### src/branch_bitset_pkg.sv
`default_nettype none
package branch_bitset_pkg;
    localparam int PC_W = 21;
    localparam logic [3:0] OPC_JUMP_NIB = 4'hD;
    localparam logic [3:0] OPC_BITSET_NIB = 4'h8;
    localparam int OFS_W = 11;
    localparam logic [PC_W-1:0] PC_STEP = 21'h000002;
    localparam logic [7:0] ACCESS_SPLIT = 8'h60;
    localparam logic [7:0] INDEX_LIMIT = 8'h5F;
    localparam logic [3:0] ACCESS_SFR_BANK = 4'hF;
    localparam logic [1:0] PH_Q1 = 2'h0;
    localparam logic [1:0] PH_Q2 = 2'h1;
    localparam logic [1:0] PH_Q3 = 2'h2;
    localparam logic [1:0] PH_Q4 = 2'h3;
    typedef enum logic [1:0]
    {
        CYC_EXEC = 2'h1,
        CYC_FLUSH = 2'h2
    } cyc_t;
endpackage : branch_bitset_pkg
`default_nettype wire
### src/branch_bitset_exec.sv
`default_nettype none
module branch_bitset_exec
    import branch_bitset_pkg::*;
(
    input wire logic CLK_SYS_IN,
    input wire logic RST_IN,
    input wire logic [15:0] INSTR_IN,
    input wire logic INSTR_VALID_IN,
    input wire logic [PC_W-1:0] PC_INCR_IN,
    input wire logic [3:0] BANK_POINTER_REG_IN,
    input wire logic [11:0] INDEX_BASE_IN,
    input wire logic EXT_SET_EN_IN,
    input wire logic [7:0] MEM_RDATA_IN,
    output logic [1:0] PHASE_OUT,
    output logic [11:0] MEM_ADDR_OUT,
    output logic MEM_RD_OUT,
    output logic MEM_WR_OUT,
    output logic [7:0] MEM_WDATA_OUT,
    output logic PC_LOAD_OUT,
    output logic [PC_W-1:0] PC_NEW_OUT,
    output logic FLUSH_OUT,
    output logic STATUS_WR_OUT
);
    // ----------------------------------------------------------------
    // Phase counter and instruction decode
    // ----------------------------------------------------------------
    logic [1:0] phase_r;
    cyc_t cyc_r;
    logic [15:0] instr_r;
    logic [7:0] data_r;
    logic [11:0] addr_r;
    logic bit_op_r;

    wire is_jump = (INSTR_IN[15:12] == OPC_JUMP_NIB) && !INSTR_IN[11];
    wire is_bitset = (INSTR_IN[15:12] == OPC_BITSET_NIB);
    wire start = INSTR_VALID_IN && (phase_r == PH_Q1) && (cyc_r == CYC_EXEC);
    wire acc_bit = INSTR_IN[8];
    wire [7:0] file_adr = INSTR_IN[7:0];

    // Address formation; the access bank splits low RAM from the top SFR bank.
    wire use_index = !acc_bit && EXT_SET_EN_IN && (file_adr <= INDEX_LIMIT);
    wire [11:0] idx_addr = INDEX_BASE_IN + {4'h0, file_adr};
    wire [11:0] acc_addr = (file_adr < ACCESS_SPLIT) ? {4'h0, file_adr}
                                                     : {ACCESS_SFR_BANK, file_adr};
    wire [11:0] bank_addr = {BANK_POINTER_REG_IN, file_adr};
    wire [11:0] eff_addr = acc_bit ? bank_addr : (use_index ? idx_addr : acc_addr);

    // Offset sign extended and doubled so the target stays word aligned.
    wire signed [OFS_W-1:0] ofs = instr_r[OFS_W-1:0];
    wire ofs_sign = ofs[OFS_W-1];
    wire [PC_W-1:0] ofs_x2 = {{(PC_W-OFS_W-1){ofs_sign}}, ofs, 1'h0};
    wire [PC_W-1:0] jump_target = PC_INCR_IN + ofs_x2;

    // ----------------------------------------------------------------
    // Phase and cycle qualifiers
    // ----------------------------------------------------------------
    wire in_q2 = (phase_r == PH_Q2);
    wire in_q3 = (phase_r == PH_Q3);
    wire in_q4 = (phase_r == PH_Q4);
    wire in_exec = (cyc_r == CYC_EXEC);
    wire held_jump = (instr_r[15:12] == OPC_JUMP_NIB) && !instr_r[11];
    wire jump_q4 = in_exec && !bit_op_r && in_q4 && held_jump;
    wire read_strobe = bit_op_r && in_q2;
    wire modify_strobe = bit_op_r && in_q3;
    wire write_strobe = bit_op_r && in_q4;

    // Opcodes that this block does not execute are held with a cleared top
    // nibble, so that no later phase can decode them as a jump or a bit-set.
    wire keep_word = is_jump || is_bitset;
    wire [3:0] class_nib = keep_word ? INSTR_IN[15:12] : 4'h0;
    wire [15:0] instr_take = {class_nib, INSTR_IN[11:0]};

    // ----------------------------------------------------------------
    // Bit lanes of the read, modify and write path
    // ----------------------------------------------------------------
    // Each lane passes its read bit through unless it is the chosen one,
    // so the other seven bits go back exactly as they were read.
    wire [2:0] held_bit = instr_r[11:9];
    wire [7:0] set_data;
    genvar lane;
    generate
        for (lane = 0; lane < 8; lane++)
        begin : g_lane
            assign set_data[lane] = data_r[lane] | (held_bit == 3'(lane));
        end
    endgenerate

    // ----------------------------------------------------------------
    // Phase counter
    // ----------------------------------------------------------------
    // The counter wraps from Q4 to Q1 by itself, so one instruction cycle
    // is always exactly four clocks long.
    always_ff @(posedge CLK_SYS_IN)
    begin
        if (RST_IN)
        begin
            phase_r <= PH_Q1;
        end
        else
        begin
            phase_r <= phase_r + 2'h1;
        end
    end

    // A jump turns the next cycle into a flush, in which nothing is taken.
    always_ff @(posedge CLK_SYS_IN)
    begin
        if (RST_IN)
        begin
            cyc_r <= CYC_EXEC;
        end
        else if (in_q4)
        begin
            cyc_r <= jump_q4 ? CYC_FLUSH : CYC_EXEC;
        end
    end

    // ----------------------------------------------------------------
    // Instruction hold
    // ----------------------------------------------------------------
    always_ff @(posedge CLK_SYS_IN)
    begin
        if (RST_IN)
        begin
            instr_r <= 16'h0000;
        end
        else if (start)
        begin
            instr_r <= instr_take;
        end
        else if (in_q4 && !jump_q4)
        begin
            instr_r <= 16'h0000;
        end
    end

    always_ff @(posedge CLK_SYS_IN)
    begin
        if (RST_IN)
        begin
            addr_r <= 12'h000;
        end
        else if (start)
        begin
            addr_r <= eff_addr;
        end
    end

    always_ff @(posedge CLK_SYS_IN)
    begin
        if (RST_IN)
        begin
            bit_op_r <= 1'h0;
        end
        else if (start)
        begin
            bit_op_r <= is_bitset;
        end
        else if (in_q4)
        begin
            bit_op_r <= 1'h0;
        end
    end

    // ----------------------------------------------------------------
    // Read, modify and write of the addressed register
    // ----------------------------------------------------------------
    always_ff @(posedge CLK_SYS_IN)
    begin
        if (RST_IN)
        begin
            data_r <= 8'h00;
        end
        else if (read_strobe)
        begin
            data_r <= MEM_RDATA_IN;
        end
    end

    always_ff @(posedge CLK_SYS_IN)
    begin
        if (RST_IN)
        begin
            MEM_WDATA_OUT <= 8'h00;
        end
        else if (modify_strobe)
        begin
            MEM_WDATA_OUT <= set_data;
        end
    end

    always_ff @(posedge CLK_SYS_IN)
    begin
        if (RST_IN)
        begin
            PC_NEW_OUT <= {PC_W{1'h0}};
        end
        else if (jump_q4)
        begin
            PC_NEW_OUT <= jump_target;
        end
    end

    // ----------------------------------------------------------------
    // Outputs
    // ----------------------------------------------------------------
    assign PHASE_OUT = phase_r;
    assign MEM_ADDR_OUT = addr_r;
    assign MEM_RD_OUT = read_strobe;
    assign MEM_WR_OUT = write_strobe;
    assign PC_LOAD_OUT = jump_q4;
    assign FLUSH_OUT = (cyc_r == CYC_FLUSH);
    // Neither instruction alters the status flags.
    assign STATUS_WR_OUT = 1'h0;
endmodule : branch_bitset_exec
`default_nettype wire

### config.mk
export PLATFORM = sky130hd
export DESIGN_NAME = branch_bitset_exec
export DESIGN_NICKNAME = d
export VERILOG_FILES = /design/src/branch_bitset_pkg.sv /design/src/branch_bitset_exec.sv
export SDC_FILE = /design/constraint.sdc
export NUM_CORES = 1
export LEC_CHECK = 0
export BUFFER_PORTS_ARGS = -buffer_cell sky130_fd_sc_hd__buf_2
export CAP_MARGIN = 25
export CELL_PAD_IN_SITES_DETAIL_PLACEMENT = 1
export CELL_PAD_IN_SITES_GLOBAL_PLACEMENT = 2
export CORE_UTILIZATION = 32
export DETAILED_ROUTE_END_ITERATION = 8
export PLACE_DENSITY_LB_ADDON = 0.1
export SLEW_MARGIN = 20
export SYNTH_ARGS = -nofsm -noshare
export SYNTH_HDL_FRONTEND = slang
export SYNTH_SLANG_ARGS = --single-unit
### constraint.sdc
create_clock -name CLK_SYS_IN -period 3.4 [get_ports CLK_SYS_IN]
set_clock_uncertainty 0.15 [all_clocks]
set_input_delay 0.17 -clock CLK_SYS_IN [delete_from_list [all_inputs] [get_ports CLK_SYS_IN]]
set_output_delay 0.17 -clock CLK_SYS_IN [all_outputs]
set_load 0.01 [all_outputs]
==> results of run 1 <==
==> cells in the final DEF, fill, tap and decap left out, types with 4 or more instances in the layout <==
cell type	n
o21ai_0	21
nand2_1	53
and3_1	14
nor4b_1	4
a31oi_1	7
nand4_1	6
buf_4	8
nor2_1	53
o21a_1	5
inv_1	18
nor3_1	25
nor2b_1	7
o21ai_1	12
a211oi_1	14
ha_1	31
nand3_1	15
buf_2	111
dlygate4sd3_1	18
a21oi_1	59
clkbuf_16	9
mux2i_1	6
dfxtp_1	70
a22oi_1	11
==> state kept, by name, indices dropped and copies added, names as in the netlist <==
name / cells
instr_r: 16
bit_op_r: 1
MEM_ADDR_OUT: 12
PC_NEW_OUT: 21
MEM_WDATA_OUT: 8
cyc_r: 2
PHASE_OUT: 2
data_r: 8
==> worst min-delay path by stage <==
stage                            from               end  slack [ns]  depth (start not counted)
global route        INDEX_BASE_IN[10]  MEM_ADDR_OUT[10]        0.03                          3
detailed placement    MEM_RDATA_IN[0]         data_r[0]        0.27                          3
CTS                      INSTR_IN[14]       instr_r[15]        0.01                          3
finish                    INSTR_IN[2]        instr_r[2]        0.01                          3
global placement        PC_INCR_IN[0]     PC_NEW_OUT[0]        0.26                          3
floorplan             MEM_RDATA_IN[0]         data_r[0]        0.16                          2
==> synth_stat cells (all sizes together) (4+ instances only) <==
library cell  number
a211oi            16
a21o               4
a21oi             62
a22oi             11
a31oi              7
and3              14
buf               15
clkbuf            10
dfxtp             70
ha                31
inv               20
mux2i              6
nand2             54
nand3             16
nand4              6
nor2              55
nor2b              7
nor3              25
nor4b              4
o21a               5
o21ai             34
or3                4
==> power groups by stage <==
stage               Clock [W]  Sequential, W  Combinational [W]
finish               0.000985       0.000866           0.000431
detailed placement          0       0.000885           0.000414
CTS                   0.00101       0.000867           0.000432
floorplan                   0       0.000887           0.000261
global route          0.00105       0.000869           0.000480
global placement            0       0.000883           0.000404
==> layer usage <==
layer	share of wire, %	vias to the layer above	track usage, %
li1	-	2208	-
met1	47	2131	26.8
met2	48	85	37.4
met3	3.5	16	3.76
met4	1.3	0	6.50
met5	0	-	0
==> critical path: stages, from the launching register on <==
cell and delay (ns):
dfxtp_1 0.34, nor2b_1 0.24, and3_1 0.74, nand3b_1 0.16, or3_1 0.36, dlygate4sd3_1 0.57
a21oi_1 0.11
==> metrics by stage <==
stage / utilization (%) / setup WS [ns] / power [W] / hold WS [ns]
floorplan: - / 1.10 / 0.00115 / 0.156
global placement: 38.8 / 1.06 / 0.00129 / 0.263
detailed placement: 38.8 / 0.934 / 0.00130 / 0.268
CTS: 42.6 / 0.635 / 0.00231 / 0.0109
global route: 42.6 / 0.479 / 0.00240 / 0.0256
finish: 42.6 / 0.652 / 0.00228 / 0.0128
==> logic make-up after synthesis <==
family | synth area share (%)
xor+xnor | 1.24
mux | 1.42
simple gates | 23.3
other cells | 0.0885
flops | 33.1
compound gates | 26.3
fa+ha+maj | 10.1
buf+inv | 4.52
==> cell type report <==
type,instances,area (sq um),area share (%)
clock buffers,10,239,4.39
multi-input cells,418,2650,48.6
well taps,172,215,3.95
clock inverters,6,68.8,1.26
repair buffers,137,796,14.6
inverters,21,78.8,1.45
flip-flops and latches,70,1400,25.7
==> results.tsv, run 1 <==
metric	value	unit
startpoint_type	register	
critPathCaptureType	register	
peakVddDrop	0.000222	V
cts_buffers	9	
place_area	4960	sq um
wl	14000	um
synth-seq-area-share	33.1	%
netlist_area	4240	sq um
drt_iter0_drc	144	
clk_latency	0.34	ns
grt_pass1_wl	22400	um
relSlewSlack	44.5	%
cts_setup_buffers	0	
synth-seq-cells	70	
cts_root_buf	clkbuf_16	
critical_path_arrival	2.87	ns
synth_cell_types	72	
yosys_warnings	0	
tns	0	ns
cap_violations	0	
ant_nets	0	
wl_per_cell	16.8	um
synth_top_area_cell	dfxtp_1	
hp-class	primary input to register	
antenna_found_initial	0	
setup_viol	0	
fillerInstances	1582	
num_vias	4440	
clkPwrFrac	43.2	%
rr_startpoint	cyc_r[0]	
grt_usage	21.4	%
switchingPower	0.000670	W
first_global_vias	4488	
clk_pin_slew	0.06	ns
area_delta_synth_final	28.5	%
start_util	33.2	%
power_leakage	2.39	nW
rsz0062_at_grt	false	
die_y	117	um
dpl.hpwl	10600	um
cts_tree	built	
status	complete, no violations	
ys_async_sr_fraction	0	%
grt-ovfl-total	0	
power.density	419	nW/um^2
r2r-end	bit_op_r	
dp_cells	800	
cts_buffer_depth	2	
num_io_pins	113	
diodes	0	
crit_type	register to register	
required	3.52	ns
ys_top_cells_by_area	dfxtp_1, ha_1, a21oi_1	
syn_inst	534	
grt_max_degree	42	
setup.worst_path.end	bit_op_r	
num_rows	41	
tightest_slew	0.832	ns
cts.sinks	70	
startpoint	cyc_r[0]	
layout.cells.non_filler	834	
r2r_slack	0.65	ns
ys.flop_type	dfxtp_1	
drtPass1Iterations	5	
ctsHtreeMaxLevel	3	
intPower	0.00161	W
p_seq_share	38.0	%
crit_path_max_fanout	19	
syn_area_per_cell	7.94	sq um
globalplace.congestion	0.866	
drc_errors	0	
timing.final.crit_share	80.8	%
vias_per_cell	5.32	
swShare	29.4	%
period_needed	2.75	ns
nets	755	
portBuffers	111	
r2r_cells	6	
final_layout_size_suffix_gt1_share	23.4	%
maxSlewViolCount	0	
synth_enable_flop_cells	0	
synth.top_cell.area_share	33.1	%
core_area	12800	sq um
power.share.combinational	18.9	%
hold_viol	0	
synth_nets	632	
cts_resized	0	
holdBufCountCts	18	
timing.fmax	364	MHz
fp.dieW	117	um
die_area	13700	sq um
postLayoutCellArea	5440	sq um
(Power assumes the default switching activity.)
==> run 2, diff against run 1 <==
Settings changed: ABC_AREA set to 1, CORE_UTILIZATION 32 to 28.
Clock period 3.4 ns to 2.55 ns, I/O delays scaled along.
==> run 2 against run 1 <==
Compared with the run above: fmax rose by 15%; power rose by 33%; sequential cell count did not move; worst hold slack got worse by 0.0088 ns; critical path depth rose by 3; register-to-register slack got worse by 0.50 ns; sequential share of layout area fell by 1.9 points; synthesized cell count rose by 33%; critical endpoint is now MEM_ADDR_OUT[10]; largest power group unchanged.
==> results.tsv, run 2 <==
metric	value	unit
status	complete, no violations	
synth_nets	809	
largest_reg_flops	21	
die_y	129	um
drtPass1Iterations	4	
r2r_slack	0.16	ns
ys_top_cells_by_area	dfxtp_1, nand2_1, nand3_1	
start_util	29.2	%
clk_pin_slew	0.06	ns
cts_tree	built	
diodes	0	
num_vias	4964	
rsz0062_at_grt	false	
ctsHtreeMaxLevel	3	
drt_iter0_drc	113	
cpMostUsedCell	a21oi_1	
critPathCaptureType	register	
cts_root_buf	clkbuf_16	
syn_area_per_cell	6.33	sq um
critical-path-max-stage-delay	0.55	ns
wl	15400	um
dp_cells	1020	
startpoint_type	register	
globalplace.congestion	0.833	
num_rows	45	
utilization	38.2	%
synth_enable_flop_cells	0	
hold_viol	0	
crit_chain	inv_1 > ha_1 > nand4_1 > inv_2 > buf_4 > o21ai_0 > a21oi_1 > a21oi_1 > dlygate4sd3_1	
dpl.hpwl	12300	um
syn_inst	711	
critical_path_arrival	2.47	ns
tns	0	ns
num_io_pins	113	
cts_buffer_depth	2	
die_area	16600	sq um
portBuffers	111	
r2r_cells	9	
clk_latency	0.34	ns
crit_type	register to register	
yosysMostFrequentCell	nand2_1	
ys.flop_type	dfxtp_1	
final_layout_size_suffix_gt1_share	17.1	%
r2r-end	MEM_ADDR_OUT[10]	
ys_async_sr_fraction	0	%
power_leakage	3.08	nW
cts_buffers	9	
core_area	15400	sq um
synth-seq-cells	70	
synth-seq-area-share	31.1	%
layout.cells.non_filler	1064	
nets	947	
crit_path_max_fanout	13	
wl_per_cell	14.5	um
yosys-top-cells-count	nand2_1, inv_1, nor2_1	
synth.top_cell.area_share	31.1	%
synth_cell_types	32	
largest-register	PC_NEW_OUT	
fp.dieW	129	um
cpMaxStageDelayCell	dlygate4sd3_1	
first_global_vias	5184	
ant_nets	0	
timing.fmax	418	MHz
layout_setup_ws	0.156	ns
grt_max_degree	41	
vias_per_cell	4.67	
layout_commonest_cell	nand2_1	
antenna_found_initial	1	
required	2.62	ns
maxSlewViolCount	0	
yosys_warnings	0	
path_delay_family	buffers and inverters	
cts.sinks	70	
timing.final.crit_share	93.9	%
relSlewSlack	40.9	%
grt-ovfl-total	0	
hp-class	primary input to register	
cap_violations	0	
final_cell_mix	nand2_1, buf_2, inv_1, nor2_1, nand3_1	
finalPower	0.00304	W
power.density	516	nW/um^2
grt_usage	19.6	%
peakVddDrop	0.000312	V
startpoint	PHASE_OUT[0]	
rr_startpoint	PHASE_OUT[0]	
synth_top_area_cell	dfxtp_1	
period_needed	2.39	ns
path_depth	9	
drc_errors	0	
tightest_slew	0.886	ns
place_ws	0.271	ns
setup.worst_path.end	MEM_ADDR_OUT[10]	
area_delta_synth_final	30.8	%
fillerInstances	2051	
path_buf_inv	4	
grt_pass1_wl	25300	um
netlist_area	4500	sq um
cts_setup_buffers	0	
setup_viol	0	
run 2: changes by cell type after synthesis, moves of 24 or more:
cell,delta
nor3_1,-24
inv_1,+85
nand2_1,+113
nand3_1,+64
nor2_1,+45
run 2: how the worst min path moves through the flow:
stage	slack, ns	startpoint	cells past startpoint	end
after detailed placement	0.25	MEM_RDATA_IN[4]	3	data_r[4]
final	0.004	INSTR_IN[10]	3	instr_r[10]
after floorplan	0.13	INSTR_IN[0]	2	instr_r[0]
after CTS	0.003	INSTR_IN[14]	3	instr_r[12]
after global placement	0.23	MEM_RDATA_IN[4]	3	data_r[4]
after global routing	0.03	INSTR_IN[14]	3	instr_r[12]
run 2: tightest hold or removal path, stage by stage:
cell,delay (ns)
buf_2,0.10
nand2_1,0.07
a21oi_1,0.12
run 2: cell type report:
type	count	area, sq um	area share (%)
clock buffer	9	225	3.82
clock inverter	6	63.8	1.08
inverter	106	403	6.84
multi-input combinational	514	2610	44.4
sequential	70	1400	23.8
tap	211	264	4.48
timing repair buffer	148	918	15.6
run 2: where the power goes:
group,switching [W],internal (W)
combinational,0.000386,0.000248
sequential,0.0000248,0.00113
clock,0.000505,0.000750
run 2: repair_timing:
item,in CTS,in global routing
gates resized for setup,0,6
setup endpoints to repair,0,4
endpoints found under the hold margin,24,0
hold buffers,29,0
run 2: logic make-up after synthesis:
logic type | count (synthesis) | synth area share (%)
AND/OR/NAND/NOR | 360 | 33.5
adder cells (fa/ha/maj) | 33 | 9.51
AO/OA/AOI/OAI | 112 | 13.1
flip-flops | 70 | 31.1
XOR/XNOR | 8 | 1.56
buffers and inverters | 127 | 11.1
other | 1 | 0.0833
run 2: routing by layer:
metal | routed length [um] | global-route usage [%] | up-vias
met3 | 527 | 3.28 | 13
met1 | 6870 | 22.9 | 2324
li1 | - | - | 2545
met2 | 7880 | 36.6 | 80
met5 | 13 | 0 | -
met4 | 154 | 5.61 | 2
run 2: stage by stage:
step | area (sq um) | hold WS (ns)
after floorplan | 4500 | 0.127
after global placement | 5290 | 0.230
after detailed placement | 5290 | 0.245
after CTS | 5870 | 0.00264
after global routing | 5890 | 0.0280
final | 5890 | 0.00398
==> run 3, diff against run 2 <==
--- a/config.mk
+++ b/config.mk
@@ -14,5 +14,4 @@
 export DETAILED_ROUTE_END_ITERATION = 8
 export PLACE_DENSITY_LB_ADDON = 0.1
-export SLEW_MARGIN = 20
 export SYNTH_ARGS = -nofsm -noshare
 export SYNTH_HDL_FRONTEND = slang
==> constraint.sdc (replaced) <==
create_clock -name CLK_SYS_IN -period 2.55 [get_ports CLK_SYS_IN]
set_clock_uncertainty 0.15 [all_clocks]
set_input_delay 0.255 -clock CLK_SYS_IN [delete_from_list [all_inputs] [get_ports CLK_SYS_IN]]
set_output_delay 0.255 -clock CLK_SYS_IN [all_outputs]
set_load 0.01 [all_outputs]
==> run 3 against run 2 <==
Compared with the run above: sequential cell count unchanged; wire length increased by 0.32%; first-iteration DRC count is 20% higher; critical endpoint is now PC_LOAD_OUT.
==> results.tsv, run 3 (synthesized netlist as in run 2, its figures left out) <==
metric	value	unit
status	complete, no violations	
grt_pass1_wl	25300	um
cts_root_buf	clkbuf_16	
fillerInstances	2070	
rsz0062_at_grt	false	
timing.fmax	435	MHz
clk_pin_slew	0.06	ns
period_needed	2.30	ns
grt_max_degree	41	
fp.dieW	129	um
num_vias	4924	
globalplace.congestion	0.804	
ctsHtreeMaxLevel	3	
vias_per_cell	4.73	
power_leakage	2.98	nW
grt_usage	19.6	%
tns	0	ns
num_rows	45	
drtPass1Iterations	4	
maxSlewViolCount	0	
nets	923	
cap_violations	0	
layout.cells.non_filler	1041	
holdBufCountCts	0	
start_util	29.2	%
critPathCaptureType	primary output	
area_delta_synth_final	24.9	%
place_area	5320	sq um
dpl.hpwl	12600	um
core_area	15400	sq um
power.share.combinational	19.6	%
clk_latency	0.33	ns
peakVddDrop	0.000303	V
final_layout_size_suffix_gt1_share	18.0	%
grt-ovfl-total	0	
dp_cells	1025	
critical_path_arrival	1.89	ns
drt_iter0_drc	136	
hold_viol	0	
p_seq_share	37.6	%
relSlewSlack	63.1	%
cts.sinks	70	
largest_reg_flops	21	
crit_chain	ha_1 > nand2_1 > nor3_2 > nand3_2 > clkinv_2 > buf_2	
die_y	129	um
ant_nets	0	
cts_buffers	9	
crit_path_max_fanout	26	
crit_type	register to primary output	
setup_viol	0	
cts_tree	built	
diodes	0	
startpoint_type	register	
portBuffers	111	
cts_resized	0	
largest-register	PC_NEW_OUT	
antenna_found_initial	1	
hp-class	primary input to register	
first_global_vias	5159	
wl	15500	um
critical-path-max-stage-delay	0.39	ns
final_cell_mix	nand2_1, buf_2, inv_1, nor2_1, nand3_1	
wl_per_cell	14.9	um
clkPwrFrac	42.8	%
cts_buffer_depth	2	
layout_commonest_cell	nand2_1	
cts_setup_buffers	0	
drc_errors	0	
num_io_pins	113	
swShare	30.3	%
required	2.14	ns
cpMaxStageDelayCell	dfxtp_1	
die_area	16600	sq um
holdWs	0.0294	ns
power.density	545	nW/um^2
timing.final.crit_share	90.2	%
switchingPower	0.000928	W
tightest_slew	0.548	ns
postLayoutCellArea	5620	sq um
intPower	0.00214	W
==> run 3: power groups by stage <==
| stage | registers [W] | clock network, W | logic (W) |
|---|---|---|---|
| 6_report | 0.00115 | 0.00131 | 0.000602 |
| 5_1_grt | 0.00116 | 0.00140 | 0.000694 |
| 4_1_cts | 0.00115 | 0.00136 | 0.000613 |
| 3_5_place_dp | 0.00118 | 0 | 0.000610 |
| 3_3_place_gp | 0.00117 | 0 | 0.000600 |
| 2_1_floorplan | 0.00118 | 0 | 0.000379 |
==> run 3: metal layers <==
layer  wire (um)  track usage (%)  part of all wire, %  vias to the layer above
met5          13                0                0.084                        -
met4         242             5.61                  1.6                        2
met3         626             3.78                  4.0                       17
met2        7710             36.2                   50                       91
met1        6900             23.0                   45                     2306
li1            -                -                    -                     2508
==> run 3: path summary, 6_finish.rpt <==
kind / from / endpoint / slack (ns) / depth (start not counted)
setup / recovery: PHASE_OUT[0] / PC_LOAD_OUT / 0.25 / 6
setup reg to reg: instr_r[10] / PC_NEW_OUT[16] / 0.29 / 11
hold reg to reg: MEM_ADDR_OUT[5] / MEM_ADDR_OUT[5] / 0.31 / 2
hold / removal: PC_INCR_IN[0] / PC_NEW_OUT[0] / 0.03 / 3
==> run 3: per-stage QoR <==
step	util (%)	setup slack, ns	power [W]
after floorplan	-	0.732	0.00156
after global placement	34.5	0.360	0.00177
after detailed placement	34.5	0.307	0.00179
after CTS	36.5	0.196	0.00312
after global routing	36.5	0.0826	0.00325
final	36.5	0.251	0.00306
==> run 3: area by class of cell <==
| type | instances | area, sq um | area share (%) |
|---|---|---|---|
| clock buffer | 10 | 239 | 4.25 |
| timing repair buffer | 124 | 653 | 11.6 |
| tap | 211 | 264 | 4.69 |
| multi-input combinational | 514 | 2600 | 46.2 |
| sequential | 70 | 1400 | 24.9 |
| inverter | 106 | 399 | 7.10 |
| clock inverter | 6 | 67.6 | 1.20 |
==> run 3: critical path, delay by kind of cell (launching register included) <==
kind	cells	cell delay, ns
buf+inv	2	0.53
flops	1	0.39
simple gates	3	0.33
fa+ha+maj	1	0.29
